File: src/core/eei_pkg.sv
// Purpose: shared constants and types for the event/exception interrupt block
// Assumes: 20 MHz core clock, synchronous active-high reset
// Notes:   vectors are byte addresses of 4-byte slots in page zero
package eei_pkg;

    // source counts
    localparam int unsigned EEI_NUM_EVT     = 9;   // maskable event sources
    localparam int unsigned EEI_NUM_SWI     = 7;   // software interrupts
    localparam int unsigned EEI_NUM_TRAP    = 16;  // trap instructions
    localparam int unsigned EEI_NUM_EXC     = 6;   // reset plus five hw traps
    localparam int unsigned EEI_NUM_TOTAL   = 38;  // all vectored sources

    // priority layout
    localparam int unsigned EEI_PRI_W       = 3;   // implemented field bits
    localparam int unsigned EEI_EPRI_W      = 4;   // effective priority width
    localparam logic [3:0]  EEI_PRI_HI_BIT  = 4'h8; // implied top bit

    // vector addresses
    localparam logic [15:0] EEI_VEC_RESET   = 16'h0000;
    localparam logic [15:0] EEI_VEC_BRK     = 16'h0004;
    localparam logic [15:0] EEI_VEC_TRACE   = 16'h0008;
    localparam logic [15:0] EEI_VEC_STKOVF  = 16'h000c;
    localparam logic [15:0] EEI_VEC_DIV0    = 16'h0010;
    localparam logic [15:0] EEI_VEC_URETI   = 16'h0014;
    localparam logic [15:0] EEI_VEC_TRAP0   = 16'h0040;
    localparam logic [15:0] EEI_VEC_SWI1    = 16'h0100;
    localparam logic [15:0] EEI_VEC_SLOT    = 16'h0004; // bytes per vector

    // event vectors, index = event number (ranking 2..10)
    localparam logic [15:0] EEI_EVT_VEC [EEI_NUM_EVT] = '{
        16'h0080, 16'h0084, 16'h0088, 16'h008c, 16'h0090,
        16'h00a0, 16'h00a4, 16'h00a8, 16'h00ac};
    localparam logic [3:0]  EEI_EVT_RANK [EEI_NUM_EVT] = '{
        4'h2, 4'h3, 4'h4, 4'h5, 4'h6, 4'h7, 4'h8, 4'h9, 4'ha};

    // enable register layout: low holds global + events 0..4
    localparam int unsigned EEI_IEL_GLOBAL  = 7;
    localparam int unsigned EEI_IEL_EVTS    = 5;   // events in low register
    localparam logic [7:0]  EEI_IE_RST      = 8'h00;
    localparam logic [7:0]  EEI_PRI_RST     = 8'h00;
    localparam int unsigned EEI_NUM_PRIREG  = 6;

    // register index map on the plain port
    localparam logic [3:0]  EEI_A_IEL       = 4'h0;
    localparam logic [3:0]  EEI_A_IEH       = 4'h1;
    localparam logic [3:0]  EEI_A_PRI0      = 4'h2; // 2..7 priority regs
    localparam logic [3:0]  EEI_A_SWR       = 4'h8; // software requests
    localparam logic [3:0]  EEI_A_SWE       = 4'h9; // software enables
    localparam logic [3:0]  EEI_A_IRQ_STAT  = 4'ha; // sticky status, ro
    localparam logic [3:0]  EEI_A_IRQ_EN    = 4'hb; // status enables
    localparam logic [3:0]  EEI_A_IRQ_CLR   = 4'hc; // write 1 to clear
    localparam logic [3:0]  EEI_A_LEVEL     = 4'hd; // ext int level mode
    localparam logic [3:0]  EEI_A_STATE     = 4'he; // pending event pick and synced pins view
    localparam logic [15:0] EEI_RD_UNMAPPED = 16'h0000;

    // status bit positions
    localparam int unsigned EEI_ST_TAKEN    = 0;
    localparam int unsigned EEI_ST_WAKE     = 1;
    localparam int unsigned EEI_ST_RESET    = 2;
    localparam int unsigned EEI_ST_W        = 3;

    // timing: grant pulse stands one cycle
    localparam real         EEI_CLK_MHZ     = 20.0;
    localparam int unsigned EEI_GRANT_CYC   = 1;

    // kind of vector delivered to the core
    typedef enum logic [2:0] {
        EEI_K_RESET, EEI_K_HWTRAP, EEI_K_SWTRAP, EEI_K_EVENT, EEI_K_SWI
    } eei_kind_e;

    // request/answer toward the core
    typedef struct packed {
        logic            valid;
        eei_kind_e       kind;
        logic [15:0]     vector;
        logic [3:0]      epri;
    } eei_grant_s;

    // plain register port
    typedef struct packed {
        logic            wr;
        logic            rd;
        logic [3:0]      addr;
        logic [15:0]     wdata;
    } eei_reg_req_s;

endpackage : eei_pkg

File: src/core/eei_prio_pick.sv
// Purpose: picks the best pending event by priority then ranking
// Assumes: inputs from the same clock; purely combinational
// Notes:   lower index equals lower ranking number, served first
module eei_prio_pick
    import eei_pkg::*;
(
    input  wire logic [eei_pkg::EEI_NUM_EVT-1:0] req,
    input  wire logic [3:0]                      epri [eei_pkg::EEI_NUM_EVT],
    input  wire logic [3:0]                      run_pri,
    output logic                                 hit,
    output logic [3:0]                           idx,
    output logic [3:0]                           best
);
    // linear scan: strict greater keeps lower index on ties
    always_comb begin
        hit  = 1'b0;
        idx  = 4'h0;
        best = 4'h0;
        for (int i = 0; i < EEI_NUM_EVT; i++) begin
            // must beat the running level and the best so far
            if (req[i] && epri[i] > run_pri && epri[i] > best) begin
                hit  = 1'b1;
                idx  = 4'(i);
                best = epri[i];
            end
        end
    end
endmodule // eei_prio_pick

File: src/core/eei_ctrl.sv
// Purpose: event, exception and trap arbitration with vector selection
// Assumes: core sends trap/exception strobes on this clock; event flags
//          come from on-chip peripherals on this clock
// Notes:   grant is a one-cycle pulse; core acks nothing, takes it as-is
//
// The implementer's own choices: the address-and-strobe port and the register offsets.
module eei_ctrl
    import eei_pkg::*;
(
    input  wire logic                            clk,
    input  wire logic                            srst,
    // register port
    input  wire eei_pkg::eei_reg_req_s           reg_req,
    output logic [15:0]                          reg_rdata,
    // peripheral event flags, levels
    input  wire logic [eei_pkg::EEI_NUM_EVT-1:0] evt_flag,
    // raw external interrupt pins, async
    input  wire logic [1:0]                      ext_pin,
    // core side
    input  wire logic [3:0]                      run_pri,
    input  wire logic                            core_busy,
    input  wire logic                            hw_brk,
    input  wire logic                            hw_trace,
    input  wire logic                            hw_stkovf,
    input  wire logic                            hw_div0,
    input  wire logic                            hw_ureti,
    input  wire logic                            sw_trap,
    input  wire logic [3:0]                      sw_trap_num,
    // boot vector control
    input  wire logic                            boot_force,
    input  wire logic [7:0]                      nv_status,
    input  wire logic [15:0]                     boot_vector,
    // power-down
    input  wire logic                            power_down,
    output logic                                 wake_up,
    output eei_pkg::eei_grant_s                  grant,
    output logic                                 irq
);
    import eei_pkg::*;

    // software visible registers
    logic [7:0]             ie_low_q;      // interrupt_enable_low_reg
    logic [7:0]             ie_high_q;     // interrupt_enable_high_reg
    logic [7:0]             pri_q [EEI_NUM_PRIREG]; // priority pairs
    logic [EEI_NUM_SWI-1:0] swr_q;         // software requests
    logic [EEI_NUM_SWI-1:0] swe_q;         // software enables
    logic [1:0]             level_q;       // ext int level-sensitive
    logic [EEI_ST_W-1:0]    stat_q;        // sticky status
    logic [EEI_ST_W-1:0]    stat_en_q;     // status enables
    logic                   rd_pend_q;     // read issued last cycle
    logic [3:0]             rd_addr_q;     // its address
    eei_grant_s             grant_q;       // answer toward core
    logic                   rst_exc_q;     // reset exception pending
    logic [2:0]             ext_s1_q, ext_s2_q, ext_s3_q; // bit 2 unused
    logic                   wake_q;        // wake-up level

    // derived
    logic [EEI_NUM_EVT-1:0] ev_en;         // individual enables
    logic                   global_event_enable;
    logic [3:0]             epri [EEI_NUM_EVT];
    logic [EEI_NUM_EVT-1:0] ev_req;
    logic                   ev_hit;
    logic [3:0]             ev_idx;
    logic [3:0]             ev_best;
    logic                   swi_hit;
    logic [2:0]             swi_idx;
    logic [3:0]             swi_pri;
    logic [1:0]             ext_sync;      // agreed synced pins
    logic                   wr_hit;
    logic [EEI_ST_W-1:0]    stat_set;

    assign global_event_enable = ie_low_q[EEI_IEL_GLOBAL];
    assign ev_en = {ie_high_q[EEI_NUM_EVT-EEI_IEL_EVTS-1:0],
                    ie_low_q[EEI_IEL_EVTS-1:0]};

    // per-event effective priority from its 3-bit field
    for (genvar g = 0; g < EEI_NUM_EVT; g++) begin : g_evt
        localparam int unsigned REG = (g < 5) ? (g / 2) : (g - 5) / 2 + 4;
        localparam int unsigned LO  = (g < 5) ? (g % 2) * 4
                                              : ((g - 5) % 2) * 4;
        logic [EEI_PRI_W-1:0] fld;
        assign fld = (g == 4) ? pri_q[2][EEI_PRI_W-1:0]
                              : pri_q[REG][LO +: EEI_PRI_W];
        // zero stays zero; otherwise top bit implied
        assign epri[g] = (fld == 3'h0) ? 4'h0
                       : (EEI_PRI_HI_BIT | {1'b0, fld});
        assign ev_req[g] = evt_flag[g] && ev_en[g]
                         && global_event_enable && (fld != 3'h0);
    end

    // event arbitration, order follows rankings 2..10
    eei_prio_pick u_pick (
        .req     (ev_req),
        .epri    (epri),
        .run_pri (run_pri),
        .hit     (ev_hit),
        .idx     (ev_idx),
        .best    (ev_best)
    );

    // software interrupts: fixed priority n, highest n wins
    always_comb begin
        swi_hit = 1'b0;
        swi_idx = 3'h0;
        swi_pri = 4'h0;
        for (int i = 0; i < EEI_NUM_SWI; i++) begin
            if (swr_q[i] && swe_q[i] && 4'(i + 1) > run_pri) begin
                swi_hit = 1'b1;
                swi_idx = 3'(i);
                swi_pri = 4'(i + 1);
            end
        end
    end

    // three-stage sync on the pins, change counts when 2nd and 3rd agree
    always_ff @(posedge clk) begin
        if (srst) begin
            ext_s1_q <= 3'h0;
            ext_s2_q <= 3'h0;
            ext_s3_q <= 3'h0;
        end else begin
            ext_s1_q <= {1'b0, ext_pin};
            ext_s2_q <= ext_s1_q;
            ext_s3_q <= ext_s2_q;
        end
    end

    // hold last agreed level; pins are active low inputs
    logic [1:0] ext_agree_q;
    always_ff @(posedge clk) begin
        if (srst) begin
            ext_agree_q <= 2'h3;
        end else begin
            for (int i = 0; i < 2; i++) begin
                if (ext_s2_q[i] == ext_s3_q[i]) begin
                    ext_agree_q[i] <= ext_s3_q[i];
                end
            end
        end
    end
    assign ext_sync = ext_agree_q;

    // wake only for enabled, level-mode external ints (events 0 and 2)
    always_ff @(posedge clk) begin
        if (srst) begin
            wake_q <= 1'b0;
        end else if (!power_down) begin
            wake_q <= 1'b0;                  // leaves with power-down
        end else begin
            wake_q <= (!ext_sync[0] && level_q[0] && ev_en[0]
                       && global_event_enable)
                   || (!ext_sync[1] && level_q[1] && ev_en[2]
                       && global_event_enable);
        end
    end
    assign wake_up = wake_q;

    // reset exception raised on the first cycle after release
    always_ff @(posedge clk) begin
        if (srst) begin
            rst_exc_q <= 1'b1;
        end else if (!core_busy) begin
            rst_exc_q <= 1'b0;
        end
    end

    // grant selection: reset, hw traps, sw traps, then events or swi by priority, event on ties
    always_ff @(posedge clk) begin
        if (srst) begin
            grant_q <= '0;
        end else begin
            grant_q <= '0;                   // pulse, one cycle
            if (!core_busy) begin
                if (rst_exc_q) begin
                    grant_q.valid  <= 1'b1;
                    grant_q.kind   <= EEI_K_RESET;
                    // boot vector overrides reset slot
                    grant_q.vector <= (boot_force || nv_status != 8'h00)
                                    ? boot_vector : EEI_VEC_RESET;
                    grant_q.epri   <= 4'hf;
                end else if (hw_brk) begin
                    grant_q.valid  <= 1'b1;
                    grant_q.kind   <= EEI_K_HWTRAP;
                    grant_q.vector <= EEI_VEC_BRK;
                end else if (hw_trace) begin
                    grant_q.valid  <= 1'b1;
                    grant_q.kind   <= EEI_K_HWTRAP;
                    grant_q.vector <= EEI_VEC_TRACE;
                end else if (hw_stkovf) begin
                    grant_q.valid  <= 1'b1;
                    grant_q.kind   <= EEI_K_HWTRAP;
                    grant_q.vector <= EEI_VEC_STKOVF;
                end else if (hw_div0) begin
                    grant_q.valid  <= 1'b1;
                    grant_q.kind   <= EEI_K_HWTRAP;
                    grant_q.vector <= EEI_VEC_DIV0;
                end else if (hw_ureti) begin
                    grant_q.valid  <= 1'b1;
                    grant_q.kind   <= EEI_K_HWTRAP;
                    grant_q.vector <= EEI_VEC_URETI;
                end else if (sw_trap) begin
                    grant_q.valid  <= 1'b1;
                    grant_q.kind   <= EEI_K_SWTRAP;
                    grant_q.vector <= EEI_VEC_TRAP0
                        + 16'({sw_trap_num, 2'b00});
                end else if (ev_hit && ev_best >= swi_pri) begin
                    grant_q.valid  <= 1'b1;
                    grant_q.kind   <= EEI_K_EVENT;
                    grant_q.vector <= EEI_EVT_VEC[ev_idx];
                    grant_q.epri   <= ev_best;
                end else if (swi_hit) begin
                    grant_q.valid  <= 1'b1;
                    grant_q.kind   <= EEI_K_SWI;
                    grant_q.vector <= EEI_VEC_SWI1
                        + 16'({swi_idx, 2'b00});
                    grant_q.epri   <= swi_pri;
                end
            end
        end
    end
    assign grant = grant_q;

    // software requests: cleared on grant, a write wins
    assign wr_hit = reg_req.wr;
    always_ff @(posedge clk) begin
        if (srst) begin
            swr_q <= '0;
        end else if (wr_hit && reg_req.addr == EEI_A_SWR) begin
            swr_q <= reg_req.wdata[EEI_NUM_SWI-1:0];
        end else if (grant_q.valid && grant_q.kind == EEI_K_SWI) begin
            swr_q[grant_q.vector[4:2]] <= 1'b0;
        end
    end

    // configuration registers
    always_ff @(posedge clk) begin
        if (srst) begin
            ie_low_q  <= EEI_IE_RST;
            ie_high_q <= EEI_IE_RST;
            swe_q     <= '0;
            level_q   <= 2'h0;
            stat_en_q <= '0;
            for (int i = 0; i < EEI_NUM_PRIREG; i++) begin
                pri_q[i] <= EEI_PRI_RST;
            end
        end else if (wr_hit) begin
            case (reg_req.addr)
                EEI_A_IEL:    ie_low_q  <= reg_req.wdata[7:0];
                EEI_A_IEH:    ie_high_q <= reg_req.wdata[7:0];
                EEI_A_SWE:    swe_q     <= reg_req.wdata[EEI_NUM_SWI-1:0];
                EEI_A_LEVEL:  level_q   <= reg_req.wdata[1:0];
                EEI_A_IRQ_EN: stat_en_q <= reg_req.wdata[EEI_ST_W-1:0];
                default: begin
                    // priority block, upper bit of each nibble dropped
                    if (reg_req.addr >= EEI_A_PRI0
                        && reg_req.addr < EEI_A_SWR) begin
                        pri_q[3'(reg_req.addr - EEI_A_PRI0)]
                            <= reg_req.wdata[7:0] & 8'h77;
                    end
                end
            endcase
        end
    end

    // sticky status: set wins over clear
    assign stat_set = {rst_exc_q & !core_busy, wake_q,
                       grant_q.valid};
    always_ff @(posedge clk) begin
        if (srst) begin
            stat_q <= '0;
        end else begin
            stat_q <= (wr_hit && reg_req.addr == EEI_A_IRQ_CLR)
                    ? ((stat_q & ~reg_req.wdata[EEI_ST_W-1:0]) | stat_set)
                    : (stat_q | stat_set);
        end
    end
    assign irq = |(stat_q & stat_en_q);

    // read data stands the cycle after the strobe
    always_ff @(posedge clk) begin
        if (srst) begin
            rd_pend_q <= 1'b0;
            rd_addr_q <= 4'h0;
        end else begin
            rd_pend_q <= reg_req.rd;
            rd_addr_q <= reg_req.addr;
        end
    end

    always_comb begin
        reg_rdata = EEI_RD_UNMAPPED;
        if (rd_pend_q) begin
            case (rd_addr_q)
                EEI_A_IEL:      reg_rdata = {8'h00, ie_low_q};
                EEI_A_IEH:      reg_rdata = {8'h00, ie_high_q};
                EEI_A_SWR:      reg_rdata = {9'h000, swr_q};
                EEI_A_SWE:      reg_rdata = {9'h000, swe_q};
                EEI_A_IRQ_STAT: reg_rdata = {13'h0000, stat_q};
                EEI_A_IRQ_EN:   reg_rdata = {13'h0000, stat_en_q};
                EEI_A_LEVEL:    reg_rdata = {14'h0000, level_q};
                EEI_A_STATE:    reg_rdata = {3'h0, ev_hit, ev_best,
                                             ev_idx, ext_sync, 2'h0};
                default: begin
                    if (rd_addr_q >= EEI_A_PRI0 && rd_addr_q < EEI_A_SWR) begin
                        reg_rdata = {8'h00,
                                     pri_q[3'(rd_addr_q - EEI_A_PRI0)]};
                    end
                end
            endcase
        end
    end
endmodule // eei_ctrl

File: config.mk
export PLATFORM = sky130hd
export DESIGN_NAME = eei_ctrl
export DESIGN_NICKNAME = d
export VERILOG_FILES = /design/src/core/eei_pkg.sv /design/src/core/eei_prio_pick.sv /design/src/core/eei_ctrl.sv
export SDC_FILE = /design/constraint.sdc
export NUM_CORES = 1
export LEC_CHECK = 0
export BUFFER_PORTS_ARGS = -buffer_cell sky130_fd_sc_hd__buf_2
export CAP_MARGIN = 40
export CORE_MARGIN = 10
export CORE_UTILIZATION = 59
export DETAILED_ROUTE_END_ITERATION = 10
export MAX_ROUTING_LAYER = met4
export PLACE_DENSITY = 0.84
export SYNTH_ARGS = -nofsm -noshare
export SYNTH_HDL_FRONTEND = slang
export SYNTH_SLANG_ARGS = --single-unit
File: constraint.sdc
create_clock -name clk -period 20.1 [get_ports clk]
set_clock_uncertainty 0.15 [all_clocks]
set_input_delay 1.005 -clock clk [delete_from_list [all_inputs] [get_ports clk]]
set_output_delay 1.005 -clock clk [all_outputs]
set_load 0.01 [all_outputs]
### Word level (Yosys, flattened, before mapping)

Memory sizes are Yosys's and may differ from the RTL's.
Index checks and enable logic that the tools add are counted.

* output and inout port bits: 42
* word-level logic and storage cells: 290
* memories: 2
* register bits after elaboration: 77
* bits in read-only memories: 256
* RAM bits: 36

* muxes and demuxes: 91
* add/subtract/negate cells: 4
* eq/ne operators: 16
* bitwise logic cells: 10
* order comparisons: 33
* reduce and logical (&&, ||, !) cells: 112

Memories
* (name not given): depth 16, width 16, read ports 1, clocked after memory_dff 0, wr ports 0, line eei_ctrl.sv:209 `grant_q.vector <= EEI_EVT_VEC[ev_idx];`
* pri_q: depth 6, width 6, read ports 6, clocked after memory_dff 0, wr ports 6, line eei_ctrl.sv:44 `logic [7:0] pri_q [EEI_NUM_PRIREG];`

Operators by type and width (number)
* $mux W20: 6
* $mux W4: 28
* $pmux W13 S8: 1
* $logic_and A1 B1 Y1: 72
* $mux W24: 3
* $gt A4 B4 Y1: 17
* $mux W16: 3
* $eq A4 B4 Y1 const B: 11
* $mux W3: 10
* $mux W1: 28
* $logic_not A3 Y1: 9
* $reduce_bool A3 Y1: 9
* $gt A3 B4 Y1 const A: 4
* $mux W7: 2
* $mux W13: 1
* $mux W2: 6
* $add A9 B5 Y10 const A: 1
* $reduce_and A2 Y1: 5
* $reduce_or A10 Y1: 1
* $add A7 B6 Y8 const A: 1
* $eq A4 B1 Y1 const B: 2
* $ge A4 B2 Y1 const B: 2
* $gt A2 B4 Y1 const A: 2
* $logic_not A4 Y1: 2
* 30 further kinds: 40

### Longest topological paths before layout

Gate-level depths: netlist of the first run.
An unclocked memory read counts as a cell.

* word-level depth: 43
* mapped depth: 83
* mapped depth without buffers: 80

### Cells and area by module

From an unflattened synthesis of the first run, not the netlist that was laid out.

* cells, all modules: 958
* area, all modules: 8630.8 sq um

By module, submodules not included
* eei_ctrl: sequential area each 2982.9 sq um, instances 1, cells each 624, area an instance 6094.6 sq um
* eei_prio_pick: sequential area each 0.0 sq um, instances 1, cells each 334, area an instance 2536.2 sq um

### Worst setup path after synthesis of the first run

No wires, ideal clock.

* path type: in2out
* start point: input run_pri[2]
* end point: output reg_rdata[8]
* path buffers: 3
* arrival: 15593 ps
* slack: 3352 ps
* stages: 71
* required time: 18945 ps
* cells stage by stage: inv_1 -> ha_1 -> and3b_1 -> o21ai_1 -> a21oi_1 -> and2_1 -> inv_1 -> nor2_1 -> ha_1 -> nand4_1 -> nand4_1 -> a21o_1 -> nor2_1 -> nor2_1 -> a21oi_1 -> ha_1 -> a21o_1 -> a211o_1 -> [... 35 more ...] -> a221o_1 -> o21ai_0 -> ha_1 -> a21o_1 -> o21ai_0 -> a2111oi_0 -> o41ai_2 -> a211oi_2 -> buf_4 -> nor2_1 -> a22oi_1 -> ha_1 -> a41oi_1 -> nand3_1 -> nor3_1 -> a21oi_1 -> a22o_1 -> nor2_1

* longest elaborated chain between the ends: 30

Ends and longest elaborated chain
* start: declaration: line eei_ctrl.sv:20 `input wire logic [3:0] run_pri,`
* $gt A4 B4 Y1: line eei_prio_pick.sv:21 `if (req[i] && epri[i] > run_pri && epri[i] > best) begin`
* $logic_and A1 B1 Y1 (2 in a row): line eei_prio_pick.sv:21
* $mux W4: line eei_prio_pick.sv:21
* $gt A4 B4 Y1: line eei_prio_pick.sv:21
* $logic_and A1 B1 Y1: line eei_prio_pick.sv:21
* $mux W4: line eei_prio_pick.sv:21
* $gt A4 B4 Y1: line eei_prio_pick.sv:21
* $logic_and A1 B1 Y1: line eei_prio_pick.sv:21
* [... 13 more ...]
* $gt A4 B4 Y1: line eei_prio_pick.sv:21
* $logic_and A1 B1 Y1: line eei_prio_pick.sv:21
* $mux W4: line eei_prio_pick.sv:21
* $gt A4 B4 Y1: line eei_prio_pick.sv:21
* $logic_and A1 B1 Y1: line eei_prio_pick.sv:21
* $mux W4 (*): line eei_prio_pick.sv:21
* $pmux W13 S8 (*): line eei_ctrl.sv:293 `case (rd_addr_q)`
* $mux W13 (*): line eei_ctrl.sv:292 `if (rd_pend_q) begin`
* end: declaration: line eei_ctrl.sv:14 `output logic [15:0] reg_rdata,`

Every way passes the cells marked *; elsewhere a longest branch is shown, timed or not.

### Final worst setup path of the first run

* start point: input run_pri[2]
* end point: output reg_rdata[4]

The elaborated chain is that of the path after synthesis.

==> results.yml, run 1 <==
outcome:
  outcome: "finished, final reports clean"
grt:
  grt_max_degree: 65
  grt_pass1_vias: 7632
  grt_pass1_wl_um: 40130
  antenna_found_initial: 1
  grt.overflow.total: 0
  track_usage: 0.2571
timing:
  worst_slew_pin_slew_ns: 0.8724
  setup-tns-final_ns: 0
  finalMaxSlewViolations: 0
  fmax_mhz: 53.09
  min_period_ns: 18.84
  hold_viol_final: 0
  post-route-period-util: 0.9372
  setup_viol: 0
  relSlewSlack: 0.4145
  rsz0062_at_grt: "no"
  hold_slack_ns: 0.2870
hold_path:
  hold_start: "ext_s1_q[1]$_SDFF_PP0_"
  hold_path.class: "reg2reg"
floorplan:
  die_width_um: 140.2
  ios: 118
  initial_utilization: 0.6090
  die_area_um2: 19650
  rows: 43
  core_area_um2: 13990
  die_height_um: 140.2
worst_setup_path:
  cpMostUsedCell: "ha_1"
  crit_slowest_cell: "a2111oi_1"
  critPathMaxFanout: 14
  cp_top_family: "compound AO/OA/AOI/OAI gates"
  arrival_ns: 17.68
  path_buf_inv: 12
  cp-start-kind: "input pin"
  critPathKind: "in2out"
  crit_start: "run_pri[2]"
  crit_path_end_kind: "output port"
  max_stage_delay_ns: 0.66
  required_ns: 18.95
  r2r_start: "pri_q[0][2]$_SDFFCE_PN0P_"
flow_run:
  drv_cap: 0
synthesis:
  synth_area_leader_cell: "dfxtp_1"
  synth-edff-count: 48
  synth-seq-cells: 125
  synthTopCellsByCount: "86 x nor2_1, 81 x nand2_1, 77 x dfxtp_1"
  synth-async-reset-ratio: 0
  synth_top_family_by_area: "simple AND/OR/NAND/NOR gates"
  synthSimpleGateAreaFrac: 0.2348
  synth_cell_types: 85
  synth_area_um2: 8519
  yosysWarningCount: 0
  netlist_instances: 977
  synth_seq_area_share: 0.3501
  synth_flop_cell: "dfxtp_1"
  synth.top_cell.area_share: 0.1809
  synth.most_common_cell: "nor2_1"
  syn_avg_cell_area_um2: 8.720
  synthMuxAreaShare: 0.07799
  synth_compound_area_frac: 0.1914
  synthTopCellsByArea: "dfxtp_1 18%, edfxtp_1 17%, ha_1 9.3%"
  synthAdderAreaFrac: 0.09252
  synthXorXnorAreaFrac: 0.003084
clock_tree:
  root_buffer: "clkbuf_16"
  cts_tree: "built"
  numCtsBuffers: 17
  cts_htree_levels: 4
  clk-insertion-delay-late_ns: 0.42
  cts_sinks: 125
  cts_max_path_buffers: 2
  holdBufCountCts: 0
  cts.clk_slew.worst_paths_ns: 0.06
final_layout:
  layout-drive-gt1-share: 0.1724
  area_delta_synth_final_pct: 13.94
  design_area_um2: 9707
  layout.nets: 1193
routing:
  drc_errors: 0
  firstDrtPassIters: 10
  routedWlPerCell_um: 20.39
  ant_nets: 0
  first_iter_violations: 1032
  via_per_inst: 6.428
  wl_um: 25450
  vias: 8022
placed_design:
  dpl.hpwl_um: 19050
  place_congestion: 0.9490
  dpl_cell_area_um2: 9116
  io_buffers: 106
power:
  leakagePower_nw: 3.961
  ir_worst_vdd_mv: 0.07207
  power-per-cell-area_nw_per_um2: 68.69
[power breakdown]
part / internal (mW) / total [mW] / switching (mW)
Clock: 0.184 / 0.299 / 0.116
Sequential: 0.272 / 0.284 / 0.0120
Combinational: 0.0341 / 0.0830 / 0.0489
[final cells by class]
type	count	area (um^2)
flip-flops and latches	125	2983
clock inverters	12	137.6
inverters	47	176.4
multi-input cells	746	5135
clock buffers	20	436.7
repair buffers	117	610.6
diodes	1	2.502
well taps	180	225.2
fillers	1077	4282
[worst paths after layout]
kind                                  to  slack, ns  depth (start not counted)
setup / recovery            reg_rdata[4]       1.26                         80
hold / removal    ext_s2_q[1]$_SDFF_PP0_       0.29                          1
setup reg to reg    grant[23]$_SDFF_PP0_       2.54                         77
hold reg to reg   ext_s2_q[1]$_SDFF_PP0_       0.29                          1
[cell usage in the layout, fill, tap and decap left out, types with 7 or more instances in the layout]
cell and instances:
nand2_1 81, dfxtp_1 77, a21o_1 10, mux2i_1 36, nor3_1 27, nor2_1 86
o22ai_1 7, mux4_2 12, o21ai_0 33, o211ai_1 12, edfxtp_1 48, nand3_1 36
buf_2 107, and3_1 10, a21oi_1 68, inv_1 46, clkbuf_16 17, and2_1 52
nand4_1 13, buf_4 10, o21a_1 12, or3_1 19, a31oi_1 9, nand2b_1 13
ha_1 63, nor2b_1 24
[worst register-to-register path, delay by kind of cell (launching register included)]
kind / cells / cell delay (ns)
compound gates: 33 / 7.71
simple gates: 27 / 5.42
fa+ha+maj: 9 / 2.46
buf+inv: 8 / 1.21
flops: 1 / 0.47
[through the flow]
stage | setup slack, ns | std cells | power (mW) | utilization
floorplan | 3.352 | 979 | 0.3403 | -
detailed placement | 1.277 | 1215 | 0.3696 | 0.6517
global route | 0.03039 | 1248 | 0.6873 | 0.6939
finish | 1.263 | 1248 | 0.6667 | 0.6939
CTS | 1.188 | 1247 | 0.6647 | 0.6928
global placement | 1.619 | 1214 | 0.3663 | 0.6513
[timing repair]
action	in CTS	in global routing
buffers inserted	0	0
endpoints found under the hold margin	0	0
setup endpoints to repair	0	9
gates resized for setup	0	4
[state kept, by name (all words and copies together) (netlist names), 3 cells and up]
register,flops
stat_q,3
grant,24
pri_q,48
swe_q,7
ie_low_q,8
ie_high_q,8
swr_q,7
rd_addr_q,4
stat_en_q,3
[per-layer routing]
metal	GRT usage	part of all wire
met3	0.04868	0.092
met1	0.3177	0.40
met2	0.4071	0.47
met4	0.1000	0.036
met5	-	0
[cells by family after synthesis]
family          count (synthesis)
xor+xnor                        3
flops                         125
buf+inv                       108
mux                            51
simple gates                  391
fa+ha+maj                      63
compound gates                235
other cells                     1
No activity file was read; power rests on OpenSTA's default activity.
==> run 2, diff against run 1 <==
GPL_TIMING_DRIVEN = 0   (was not set)
==> results.yml, run 2 (same netlist as run 1, synthesis figures left out) <==
outcome:
  outcome: "finished, final reports clean"
timing:
  post-route-period-util: 0.9375
  fmax_mhz: 53.07
  finalMaxSlewViolations: 0
  min_period_ns: 18.84
  rsz0062_at_grt: "no"
  hold_viol_final: 0
  relSlewSlack: 0.3973
  setup-tns-final_ns: 0
  worst_slew_pin_slew_ns: 0.9041
  setup_viol: 0
flow_run:
  drv_cap: 0
grt:
  antenna_found_initial: 1
  grt_max_degree: 17
  grt.overflow.total: 0
  grt_pass1_vias: 8162
  grt_pass1_wl_um: 43070
  track_usage: 0.2788
routing:
  wl_um: 27830
  first_iter_violations: 1239
  firstDrtPassIters: 7
  via_per_inst: 6.584
  ant_nets: 0
  drc_errors: 0
  vias: 8539
  routedWlPerCell_um: 21.46
placed_design:
  place_congestion: 1.045
  dpl.hpwl_um: 20460
  io_buffers: 101
  dpl.cell_count: 1263
floorplan:
  core_area_um2: 13990
  ios: 118
  die_height_um: 140.2
  die_area_um2: 19650
  die_width_um: 140.2
  initial_utilization: 0.6090
  rows: 43
power:
  power-per-cell-area_nw_per_um2: 68.23
  ir_worst_vdd_mv: 0.08583
  power_mw: 0.6757
  leakagePower_nw: 4.003
final_layout:
  regArea_um2: 2983
  area_delta_synth_final_pct: 16.24
  utilization: 0.7080
  fillers: 1063
  layout-drive-gt1-share: 0.1685
  stdcell_count: 1297
  largest_reg_flops: 48
  multiInputGateArea_um2: 5162
  layout.nets: 1242
  top_register: "pri_q"
  most-common-layout-cells: "105 x buf_2, 85 x nor2_1, 81 x nand2_1, 77 x dfxtp_1, 68 x a21oi_1"
  mostFrequentLayoutCell: "buf_2"
clock_tree:
  clk-insertion-delay-late_ns: 0.42
  cts_max_path_buffers: 2
  cts.clk_slew.worst_paths_ns: 0.06
  numCtsBuffers: 17
  root_buffer: "clkbuf_16"
  holdBufCountCts: 0
  cts_htree_levels: 4
  cts_sinks: 125
  cts_tree: "built"
worst_setup_path:
  required_ns: 18.95
  critPathKind: "in2out"
  crit_start: "run_pri[2]"
  arrival_ns: 17.69
  crit_path_end_kind: "output port"
  cpMostUsedCell: "ha_1"
  critPathMaxFanout: 10
  ff2ff_setup_slack_ns: 2.64
  r2r_start: "pri_q[0][2]$_SDFFCE_PN0P_"
  cp-start-kind: "input pin"
  crit_slowest_cell: "a2111oi_2"
  max_stage_delay_ns: 0.52
hold_path:
  hold_start: "ext_s1_q[0]$_SDFF_PP0_"
  hold_path.class: "reg2reg"
[run 2: changes by cell type in the layout (fill, tap and decap cells not counted), moves of 2 or more]
cell | previous run | this run
clkbuf_1 | 3 | 49
inv_1 | 46 | 44
buf_4 | 10 | 5
a2111oi_2 | 0 | 2
buf_1 | 0 | 6
buf_2 | 107 | 105
inv_6 | 3 | 6
inv_4 | 0 | 2
clkinv_2 | 2 | 0
a2111oi_1 | 2 | 0
inv_8 | 0 | 2
[run 2: worst paths after layout]
kind	to	depth (start not counted)
worst max-delay path	reg_rdata[6]	81
worst min-delay path	ext_s2_q[0]$_SDFF_PP0_	1
worst min register to register	ext_s2_q[0]$_SDFF_PP0_	1
worst max register to register	grant[12]$_SDFF_PP0_	79
[run 2: cell type report]
class	instances	share of cell area
multi-input cells	746	0.5213
flip-flops and latches	125	0.3012
repair buffers	105	0.05319
clock buffers	17	0.04296
plain buffers	61	0.02502
well taps	180	0.02274
inverters	47	0.01857
clock inverters	15	0.01478
diodes	1	0.0002527
[run 2: critical path: cells and delay by family]
family / cells / cell delay (ns)
and+or+nand+nor: 26 / 4.31
buffers and inverters: 10 / 2.00
AOI/OAI and AO/OA: 36 / 7.51
adders and majority gates: 9 / 2.83
[run 2: what timing repair did]
item | CTS | global route
setup buffers | 0 | 1
endpoints found under the setup margin | 0 | 23
gates resized for setup | 0 | 14
[run 2: metal layers]
metal	global-route usage	wire length (um)	up-vias
li1	-	-	3854
met1	0.3400	10450	3980
met2	0.4369	12900	589
met3	0.05612	3114	116
met4	0.1250	1371	0
met5	-	0	-
[run 2: through the flow]
stage | instance area (um^2) | setup slack [ns] | hold slack, ns
3_5_place_dp | 9271 | 0.2119 | 0.2956
3_3_place_gp | 9258 | 0.07323 | 0.2830
2_1_floorplan | 8527 | 3.352 | 0.2638
6_report | 9903 | 1.256 | 0.3076
4_1_cts | 9843 | 0.02496 | 0.3105
5_1_grt | 9903 | 0.03557 | 0.3214
[run 2: where the power goes]
| group | total [mW] | switching, mW | internal (mW) |
|---|---|---|---|
| Sequential | 0.281 | 0.00914 | 0.272 |
| Clock | 0.303 | 0.129 | 0.174 |
| Combinational | 0.0919 | 0.0562 | 0.0357 |
